[src/shared/rdd_map.vh]
// constants for the receive descriptor word decoder
// assumes a 32-bit wishbone slave and a 32-bit read-only host port
`ifndef RDD_MAP_VH
`define RDD_MAP_VH

// control word field positions
`define RDD_RING_END_BIT    25
`define RDD_CHAINED_BIT     24
`define RDD_SIZE2_MSB       21
`define RDD_SIZE2_LSB       11
`define RDD_SIZE1_MSB       10
`define RDD_SIZE1_LSB       0

// byte offsets of descriptor words
`define RDD_WORD1_OFS       32'h0000_0004
`define RDD_WORD_STEP       32'h0000_0004
`define RDD_DESC_STEP       32'h0000_0010

// register byte offsets
`define RDD_REG_CTRL        8'h00
`define RDD_REG_BASE        8'h04
`define RDD_REG_STATUS      8'h08
`define RDD_REG_CUR         8'h0C
`define RDD_REG_COUNT       8'h10

// reset values
`define RDD_CTRL_RST        1'b0
`define RDD_BASE_RST        32'h0000_0000
`define RDD_COUNT_RST       16'h0000

`endif

[src/logic/rdd_decoder.v]
// receive descriptor fetch and word 1..3 decoder with wishbone registers
// assumes host memory answers reads on a classic request/ack port
`timescale 1ns/1ns
`include "rdd_map.vh"

module rdd_decoder #(
  parameter AW = 32
) (
  input  wire          mclk_i,
  input  wire          resetn_i,
  // wishbone slave
  input  wire          wb_cyc_i,
  input  wire          wb_stb_i,
  input  wire          wb_we_i,
  input  wire [7:0]    wb_adr_i,
  input  wire [3:0]    wb_sel_i,
  input  wire [31:0]   wb_dat_i,
  output reg  [31:0]   wb_dat_o,
  output reg           wb_ack_o,
  // host memory read port
  output reg           mem_req_o,
  output reg  [AW-1:0] mem_adr_o,
  input  wire [31:0]   mem_dat_i,
  input  wire          mem_ack_i,
  // decoded descriptor to data mover
  output reg           desc_valid_o,
  input  wire          desc_done_i,
  output reg  [AW-1:0] buf1_addr_o,
  output reg  [10:0]   buf1_size_o,
  output reg           buf1_use_o,
  output reg  [AW-1:0] buf2_addr_o,
  output reg  [10:0]   buf2_size_o,
  output reg           buf2_use_o,
  output reg           ring_end_o,
  output reg           chained_o,
  output reg  [AW-1:0] next_desc_o
);

  localparam [1:0] ST_IDLE  = 2'h0;
  localparam [1:0] ST_FETCH = 2'h1;
  localparam [1:0] ST_HOLD  = 2'h2;

  reg [1:0]    state_r;
  reg          enable_r;
  reg [31:0]   base_r;
  reg [AW-1:0] cur_r;
  reg [1:0]    word_r;
  reg [31:0]   w1_r;
  reg [31:0]   w2_r;
  reg [15:0]   count_r;

  wire wb_req = wb_cyc_i & wb_stb_i & ~wb_ack_o;
  wire wb_wr  = wb_req & wb_we_i;

  // byte-lane merge for writes
  function [31:0] lane_merge;
    input [31:0] old;
    input [31:0] data;
    input [3:0]  sel;
    integer k;
    begin
      lane_merge = old;
      for (k = 0; k < 4; k = k + 1) begin
        if (sel[k]) begin
          lane_merge[k*8 +: 8] = data[k*8 +: 8];
        end
      end
    end
  endfunction

  // wishbone registers
  always @(posedge mclk_i) begin
    if (!resetn_i) begin
      wb_ack_o <= 1'b0;
      wb_dat_o <= 32'h0000_0000;
      enable_r <= `RDD_CTRL_RST;
      base_r   <= `RDD_BASE_RST;
    end else begin
      wb_ack_o <= wb_req;
      wb_dat_o <= 32'h0000_0000;
      if (wb_wr && wb_adr_i == `RDD_REG_CTRL && wb_sel_i[0]) begin
        enable_r <= wb_dat_i[0];
      end
      if (wb_wr && wb_adr_i == `RDD_REG_BASE) begin
        // list base kept 16-byte aligned
        base_r <= lane_merge(base_r, wb_dat_i, wb_sel_i) &
                  32'hFFFF_FFF0;
      end
      if (wb_req && !wb_we_i) begin
        case (wb_adr_i)
          `RDD_REG_CTRL:   wb_dat_o <= {31'h0000_0000, enable_r};
          `RDD_REG_BASE:   wb_dat_o <= base_r;
          `RDD_REG_STATUS: wb_dat_o <= {28'h000_0000, desc_valid_o,
                                        mem_req_o, state_r};
          `RDD_REG_CUR:    wb_dat_o <= cur_r[31:0];
          `RDD_REG_COUNT:  wb_dat_o <= {16'h0000, count_r};
          default:         wb_dat_o <= 32'h0000_0000;
        endcase
      end
    end
  end

  // decode of the three fetched words
  wire [31:0] w3        = mem_dat_i;
  wire        ring_end  = w1_r[`RDD_RING_END_BIT];
  // reserved bits of the control word are never looked at
  wire        chained   = w1_r[`RDD_CHAINED_BIT] & ~ring_end;
  wire [10:0] size1     = w1_r[`RDD_SIZE1_MSB:`RDD_SIZE1_LSB];
  wire [10:0] size2     = w1_r[`RDD_SIZE2_MSB:`RDD_SIZE2_LSB];
  wire        use1      = (size1 != 11'h000);

  // successor descriptor address
  reg [AW-1:0] next_addr;
  always @* begin
    if (ring_end) begin
      next_addr = base_r[AW-1:0];
    end else if (chained) begin
      next_addr = w3[AW-1:0];
    end else begin
      next_addr = cur_r + `RDD_DESC_STEP;
    end
  end

  // fetch sequencer: words 1..3 read in order, no write path exists
  always @(posedge mclk_i) begin
    if (!resetn_i) begin
      state_r      <= ST_IDLE;
      cur_r        <= {AW{1'b0}};
      word_r       <= 2'h0;
      w1_r         <= 32'h0000_0000;
      w2_r         <= 32'h0000_0000;
      count_r      <= `RDD_COUNT_RST;
      mem_req_o    <= 1'b0;
      mem_adr_o    <= {AW{1'b0}};
      desc_valid_o <= 1'b0;
      buf1_addr_o  <= {AW{1'b0}};
      buf1_size_o  <= 11'h000;
      buf1_use_o   <= 1'b0;
      buf2_addr_o  <= {AW{1'b0}};
      buf2_size_o  <= 11'h000;
      buf2_use_o   <= 1'b0;
      ring_end_o   <= 1'b0;
      chained_o    <= 1'b0;
      next_desc_o  <= {AW{1'b0}};
    end else begin
      case (state_r)
        ST_IDLE: begin
          cur_r <= base_r[AW-1:0];
          if (enable_r) begin
            state_r   <= ST_FETCH;
            word_r    <= 2'h1;
            mem_req_o <= 1'b1;
            mem_adr_o <= base_r[AW-1:0] + `RDD_WORD1_OFS;
          end
        end
        ST_FETCH: begin
          if (mem_req_o && mem_ack_i) begin
            // request dropped one cycle between words
            mem_req_o <= 1'b0;
            case (word_r)
              2'h1: w1_r <= mem_dat_i;
              2'h2: w2_r <= mem_dat_i;
              default: begin
                // all words in hand before any data moves
                buf1_addr_o <= w2_r[AW-1:0];
                buf1_size_o <= size1;
                buf1_use_o  <= use1;
                buf2_addr_o <= w3[AW-1:0];
                // size ignored when chained
                buf2_size_o <= chained ? 11'h000 : size2;
                buf2_use_o  <= ~chained;
                ring_end_o  <= ring_end;
                chained_o   <= chained;
                next_desc_o <= next_addr;
                desc_valid_o <= 1'b1;
                count_r     <= count_r + 16'h0001;
                state_r     <= ST_HOLD;
              end
            endcase
            word_r <= word_r + 2'h1;
          end else if (!mem_req_o) begin
            mem_req_o <= 1'b1;
            mem_adr_o <= mem_adr_o + `RDD_WORD_STEP;
          end
        end
        ST_HOLD: begin
          if (desc_done_i) begin
            desc_valid_o <= 1'b0;
            cur_r        <= next_desc_o;
            if (enable_r) begin
              // every new descriptor is fetched afresh
              state_r   <= ST_FETCH;
              word_r    <= 2'h1;
              mem_req_o <= 1'b1;
              mem_adr_o <= next_desc_o + `RDD_WORD1_OFS;
            end else begin
              state_r <= ST_IDLE;
            end
          end
        end
        default: begin
          state_r   <= ST_IDLE;
          mem_req_o <= 1'b0;
        end
      endcase
    end
  end

endmodule

[config.mk]
export PLATFORM = sky130hd
export DESIGN_NAME = rdd_decoder
export DESIGN_NICKNAME = d
export VERILOG_FILES = /design/src/logic/rdd_decoder.v
export VERILOG_INCLUDE_DIRS = /design/src /design/src/shared
export SDC_FILE = /design/constraint.sdc
export NUM_CORES = 1
export LEC_CHECK = 0
export BUFFER_PORTS_ARGS = -buffer_cell sky130_fd_sc_hd__buf_2
export CAP_MARGIN = 20
export CORE_UTILIZATION = 39
export CTS_CLUSTER_DIAMETER = 40
export DETAILED_ROUTE_END_ITERATION = 10
export GPL_TIMING_DRIVEN = 0
export PLACE_DENSITY = 0.64
export SLEW_MARGIN = 10
export SYNTH_ARGS = -nofsm -noshare
export SYNTH_HDL_FRONTEND = slang
export SYNTH_SLANG_ARGS = --single-unit
[constraint.sdc]
create_clock -name mclk_i -period 4.3 [get_ports mclk_i]
set_clock_uncertainty 0.15 [all_clocks]
set_input_delay 0.86 -clock mclk_i [delete_from_list [all_inputs] [get_ports mclk_i]]
set_output_delay 0.86 -clock mclk_i [all_outputs]
set_load 0.03 [all_outputs]
==> results of run 1 <==
## layer usage
layer / GRT usage [%] / vias to the layer above
li1: - / 6861
met1: 37.6 / 7013
met2: 47.0 / 652
met3: 5.86 / 127
met4: 9.84 / 2
met5: 0 / -
## sequential cells by signal (all words and copies together) (netlist names), 16 cells and up
name / flops
w2_r: 32
buf2_addr_o: 32
buf1_addr_o: 32
cur_r: 32
count_r: 16
mem_adr_o: 32
next_desc_o: 32
base_r: 28
w1_r: 24
wb_dat_o: 32
## cell families (layout without fill, tap and decap cells)
group / after synthesis / in the layout
buf+inv: 160 / 504
xor+xnor: 61 / 61
fa+ha+maj: 9 / 9
flops: 326 / 326
mux: 65 / 65
compound gates: 462 / 462
simple gates: 690 / 690
## how the worst max path moves through the flow
| stage | start | slack [ns] | endpoint |
|---|---|---|---|
| floorplan | state_r[0] | 0.77 | mem_adr_o[12] |
| global placement | state_r[1] | -0.12 | mem_adr_o[12] |
| detailed placement | state_r[1] | -0.13 | mem_adr_o[12] |
| CTS | state_r[1] | 0.01 | mem_adr_o[12] |
| global route | state_r[0] | 0.02 | mem_adr_o[12] |
| finish | state_r[1] | 0.17 | mem_adr_o[12] |
## layout make-up
class                      instances  area, um2  area share [%]
inverter                          21       78.8           0.445
sequential                       326       6530            36.8
clock buffer                      52       1160            6.56
buffer                           139        603            3.41
clock inverter                    27        283            1.60
timing repair buffer             265       1330            7.49
tap                              461        577            3.26
multi-input combinational       1287       7150            40.4
## report_power, final
group | total [mW] | internal [mW] | switching (mW)
Sequential | 3.02 | 3.02 | 0.000636
Clock | 3.62 | 2.15 | 1.47
Combinational | 0.150 | 0.0369 | 0.113
Total | 6.79 | 5.21 | 1.58
## what timing repair did
| item | 4_1_cts | 5_1_grt |
|---|---|---|
| hold buffers | 0 | 0 |
| resized for setup | 2 | 4 |
| pin swaps | 0 | 0 |
| endpoints found under the hold margin | 0 | 0 |
| endpoints found under the setup margin | 7 | 11 |
## worst register-to-register path: cells and delay by family (launching register included)
kind / cells / cell delay, ns
AND/OR/NAND/NOR: 3 / 0.53
adder cells (fa/ha/maj): 2 / 0.43
flip-flops: 1 / 0.50
AO/OA/AOI/OAI: 2 / 0.42
buffers and inverters: 7 / 1.56
multiplexers: 2 / 0.49
## cell usage in the layout, fill, tap and decap left out, drive strengths merged, types with 6 or more instances in the layout
cell type and instances:
dfxtp 326, ha 9, o22ai 14, o21ai 75
inv 27, a21oi 230, buf 298, clkinv 14
mux2i 57, and4 7, xnor2 30, nor2 144
nand3 76, nor4 6, a22oi 24, nand4 27
nand2 361, xor2 31, a221o 9, and3 17
a211oi 31, mux2 8, o211ai 7, a222oi 18
a221oi 23, nor3 17, nand3b 9, nand4b 7
clkbuf 158
==> results.toml, run 1 <==
[status]
status = "completed"

[power_and_ir_drop]
finalPower_mw = 6.79
p_leak_nw = 6.57
p_per_area_nw_per_um2 = 383
max-vdd-ir-drop_mv = 0.262

[synth]
synthArstFlopShare_pct = 0
yosysTopAreaCell = "dfxtp_1"
synth_flop_cell = "dfxtp_1"
synth_seq_cells = 326
syn-mean-instance-area_um2 = 8.09
muxShareOfSynthArea_pct = 4.61
synth-simple-area-share_pct = 21.0
synth_compound_area_share_pct = 19.7
synth_top_cell_area_share_pct = 45.5
synthMostInstantiatedCell = "nand2_1"
yosys-top-cells-count = "nand2_1, dfxtp_1, a21oi_1, nor2_1, clkbuf_1"
synthTopCellsByArea = "dfxtp_1, nand2_1, a21oi_1"
synth.distinct_cells = 61
yosysWarningCount = 0
synthAdderAreaFrac_pct = 0.785
seq_area_frac_synth_pct = 45.5
synth-edff-count = 0
synth_xor_area_share_pct = 3.73
netlist_instances = 1773
syn_nets = 1865
synth_area_um2 = 14300
synth_top_family_by_area = "simple AND/OR/NAND/NOR gates"

[cells_and_area]
stdcell_area_um2 = 17700
drive_gt1_share_pct = 17.9
post-route-util_pct = 49.3
fill_cells = 3526
final_cells = 2578
layout.nets = 2176
antenna_cells = 0
area_delta_synth_final_pct = 23.5

[hold_path]
min_delay_worst_endpoint = "buf1_addr_o[20]"
hold_class = "reg -> reg"
min_path_cells = 2
hold_start = "buf1_addr_o[20]"

[routing]
drt_iter0_markers = 1423
routed.top_layer = "met5"
m1WireLength_mm = 23.7
vias_per_cell = 5.68
met3WireLength_mm = 4.51
ant_nets = 0
drc = 0
firstDrtPassIters = 6
via_count = 14655
wl_mm = 55.4
met2_length_mm = 25.3
detail_route.wl_per_cell_um = 21.5

[setup_path]
crit_path_top_delay_cell = "dfxtp_1"
critPathTopFamily = "buffers and inverters"
crit_path_end_kind = "register"
r2r-end = "mem_adr_o[12]"
arrival_ns = 4.49
cpPeakStageDelay_ns = 0.50
crit_type = "reg -> reg"
cp_num_buf_inv = 7
crit_chain = "ha_4 -> buf_6 -> clkbuf_4 -> clkbuf_4 -> buf_4 -> buf_6 -> mux2_2 -> ha_1 -> clkbuf_1 -> nand4_1 -> nand2_1 -> and2_0 -> buf_2 -> mux2i_1 -> o31ai_1 -> o221a_2"
r2r_cells = 16
start_kind = "register"
critPathMaxFanout = 10
rrSetupSlack_ns = 0.17
crit_required_ns = 4.66
r2r-start = "state_r[1]"
cp_num_cells = 16

[placement]
place_area_um2 = 16200
portBuffers = 265
dpl_worst_slack_ns = -0.127
dp_hpwl_mm = 41.5
placedCellCount = 2499
place_congestion = 0.948

[clock_tree]
tritoncts = "done"
path_clk_slew_ns = 0.06
h-tree-depth = 2
cts_max_path_buffers = 3
insertion_delay_ns = 0.57
postCtsSetupRepairBufs = 0
cts.sinks = 326
numCtsBuffers = 44
clockRootBuffer = "clkbuf_16"

[timing]
grt_setup_unrepaired = "false"
post-route-period-util_pct = 96.1
layout_setup_ws_ns = 0.168
setup_tns_ns = 0
max_freq_mhz = 242
final-max-slew-violation-count = 0
worst_pin_slew_ns = 1.11
relSlewSlack_pct = 25.8
hold_viol = 0
finalSetupViolations = 0
fin_hold_ws_ns = 0.299
min_period_ns = 4.13

[floorplan]
rows = 69
core_area_um2 = 35900
start_util_pct = 39.9
die_area_um2 = 37500
fp.dieW_um = 194
fp.dieH_um = 194
pin_count = 272

[global_routing]
antenna_found_initial = 1
grt_pass1_vias = 13920
grt_max_degree = 14
grtUsageTotal_pct = 28.7
grt-ovfl-total = 0
grt_pass1_wl_mm = 83.3

[job]
maxCapViolCount = 0
(Power assumes the default switching activity.)
==> inputs of run 2 (changes only) <==
--- a/config.mk
+++ b/config.mk
@@ -6,8 +6,9 @@
 export SDC_FILE = /design/constraint.sdc
 export NUM_CORES = 1
 export LEC_CHECK = 0
-export BUFFER_PORTS_ARGS = -buffer_cell sky130_fd_sc_hd__buf_2
+export BUFFER_PORTS_ARGS = -buffer_cell sky130_fd_sc_hd__buf_4
 export CAP_MARGIN = 20
+export CORE_ASPECT_RATIO = 0.8
 export CORE_UTILIZATION = 39
 export CTS_CLUSTER_DIAMETER = 40
 export DETAILED_ROUTE_END_ITERATION = 10
==> results.toml, run 2 (synthesis gave the netlist of run 1 again) <==
[status]
status = "completed"

[routing]
ant_nets = 0
drc = 0
detail_route.wl_per_cell_um = 21.9
via_count = 14803
vias_per_cell = 5.70
wl_mm = 57.0
firstDrtPassIters = 9
drt_iter0_markers = 1498

[cells_and_area]
area_delta_synth_final_pct = 28.2
stdcell_area_um2 = 18400
post-route-util_pct = 51.0
drive_gt1_share_pct = 17.9
fill_cells = 3504
layout.nets = 2175
layout.cells.most_common_list = "nand2_1, dfxtp_1, buf_4"
final_common_cell = "nand2_1"

[clock_tree]
numCtsBuffers = 43
postCtsHoldBufs = 0
tritoncts = "done"
insertion_delay_ns = 0.55
cts_resized = 3
path_clk_slew_ns = 0.07
h-tree-depth = 2
cts.sinks = 326
clockRootBuffer = "clkbuf_16"
postCtsSetupRepairBufs = 0
cts_max_path_buffers = 3

[power_and_ir_drop]
finalPower_mw = 6.76
max-vdd-ir-drop_mv = 0.258
p_per_area_nw_per_um2 = 368
p_leak_nw = 6.61

[floorplan]
rows = 62
start_util_pct = 39.8
fp.dieW_um = 216
core_area_um2 = 36100
die_area_um2 = 37500
pin_count = 272
fp.dieH_um = 174

[timing]
worst_pin_slew_ns = 1.16
hold_viol = 0
max_freq_mhz = 242
min_period_ns = 4.13
finalSetupViolations = 0
final-max-slew-violation-count = 0
setup_tns_ns = 0
relSlewSlack_pct = 22.6
post-route-period-util_pct = 96.1
grt_setup_unrepaired = "false"
fin_hold_ws_ns = 0.296

[setup_path]
r2r_cells = 17
crit_path_end_kind = "register"
cpPeakStageDelay_ns = 0.38
crit_type = "reg -> reg"
r2r-start = "state_r[0]"
crit_path_top_delay_cell = "dfxtp_1"
critPathMaxFanout = 10
crit_required_ns = 4.64
r2r-end = "mem_adr_o[12]"
critPathTopFamily = "buffers and inverters"
cp_num_buf_inv = 8
start_kind = "register"
arrival_ns = 4.47
rrSetupSlack_ns = 0.17
crit_chain = "inv_1 -> ha_4 -> buf_6 -> clkbuf_4 -> buf_4 -> buf_4 -> buf_6 -> mux2_2 -> ha_1 -> clkbuf_1 -> nand4b_1 -> nand2_1 -> and2_0 -> buf_2 -> mux2i_1 -> o31ai_1 -> o221a_2"

[hold_path]
min_path_cells = 2
hold_class = "reg -> reg"
min_delay_worst_endpoint = "buf1_addr_o[10]"
hold_start = "w2_r[10]"

[placement]
portBuffers = 265
dp_hpwl_mm = 42.7
place_area_um2 = 16900
place_congestion = 0.980

[global_routing]
antenna_found_initial = 1
grtUsageTotal_pct = 29.3
grt_pass1_vias = 13737
grt_max_degree = 15
grt_pass1_wl_mm = 84.6
grt-ovfl-total = 0

[job]
maxCapViolCount = 0
## run 2: changes by cell type in the layout (fill, tap and decap cells not counted), moves of 2 or more
cell,delta
buf_4,+266
bufinv_16,-2
clkbuf_8,+4
clkinv_8,-2
diode_2,+3
clkinvlp_4,-3
buf_2,-265
inv_8,+4
clkinv_4,+2
clkinv_2,-4
## run 2: worst min-delay path: cells and delay by family (launching register included)
kind / cells / cell delay, ns
AO/OA/AOI/OAI: 1 / 0.05
flip-flops: 1 / 0.31
AND/OR/NAND/NOR: 1 / 0.05
## run 2: per-stage QoR
step	setup slack, ns	instances
2_1_floorplan	0.772	1773
3_3_place_gp	-0.167	2518
3_5_place_dp	-0.195	2518
4_1_cts	0.0516	2595
5_1_grt	0.0550	2595
6_report	0.167	2598
## run 2: cell type report
cell class / instances / area [um2] / area share (%)
buffer: 139 / 603 / 3.28
sequential: 326 / 6530 / 35.5
antenna: 3 / 7.51 / 0.0408
clock buffer: 55 / 1210 / 6.60
clock inverter: 22 / 210 / 1.14
tap: 480 / 601 / 3.27
inverter: 21 / 78.8 / 0.429
timing repair buffer: 265 / 1990 / 10.8
multi-input combinational: 1287 / 7150 / 38.9
## run 2: worst max path at each step
stage | slack [ns] | cells after the start | from | to
6_report | 0.17 | 17 | state_r[0] | mem_adr_o[12]
5_1_grt | 0.06 | 17 | state_r[0] | mem_adr_o[12]
4_1_cts | 0.05 | 16 | state_r[1] | mem_adr_o[12]
3_5_place_dp | -0.20 | 16 | state_r[1] | mem_adr_o[12]
3_3_place_gp | -0.17 | 16 | state_r[1] | mem_adr_o[12]
2_1_floorplan | 0.77 | 17 | state_r[0] | mem_adr_o[12]
## run 2: metal layers
layer / vias to the layer above / global-route usage [%] / routed length, um
li1: 6878 / - / -
met3: 125 / 5.40 / 4600
met4: 0 / 10.1 / 1650
met1: 7070 / 42.7 / 26300
met2: 730 / 43.2 / 24400
met5: - / 0 / 0
## run 2: report_power, final
part / switching [mW] / total, mW / internal (mW)
sequential: 0.000641 / 3.02 / 3.02
clock: 1.47 / 3.57 / 2.10
combinational: 0.114 / 0.171 / 0.0571
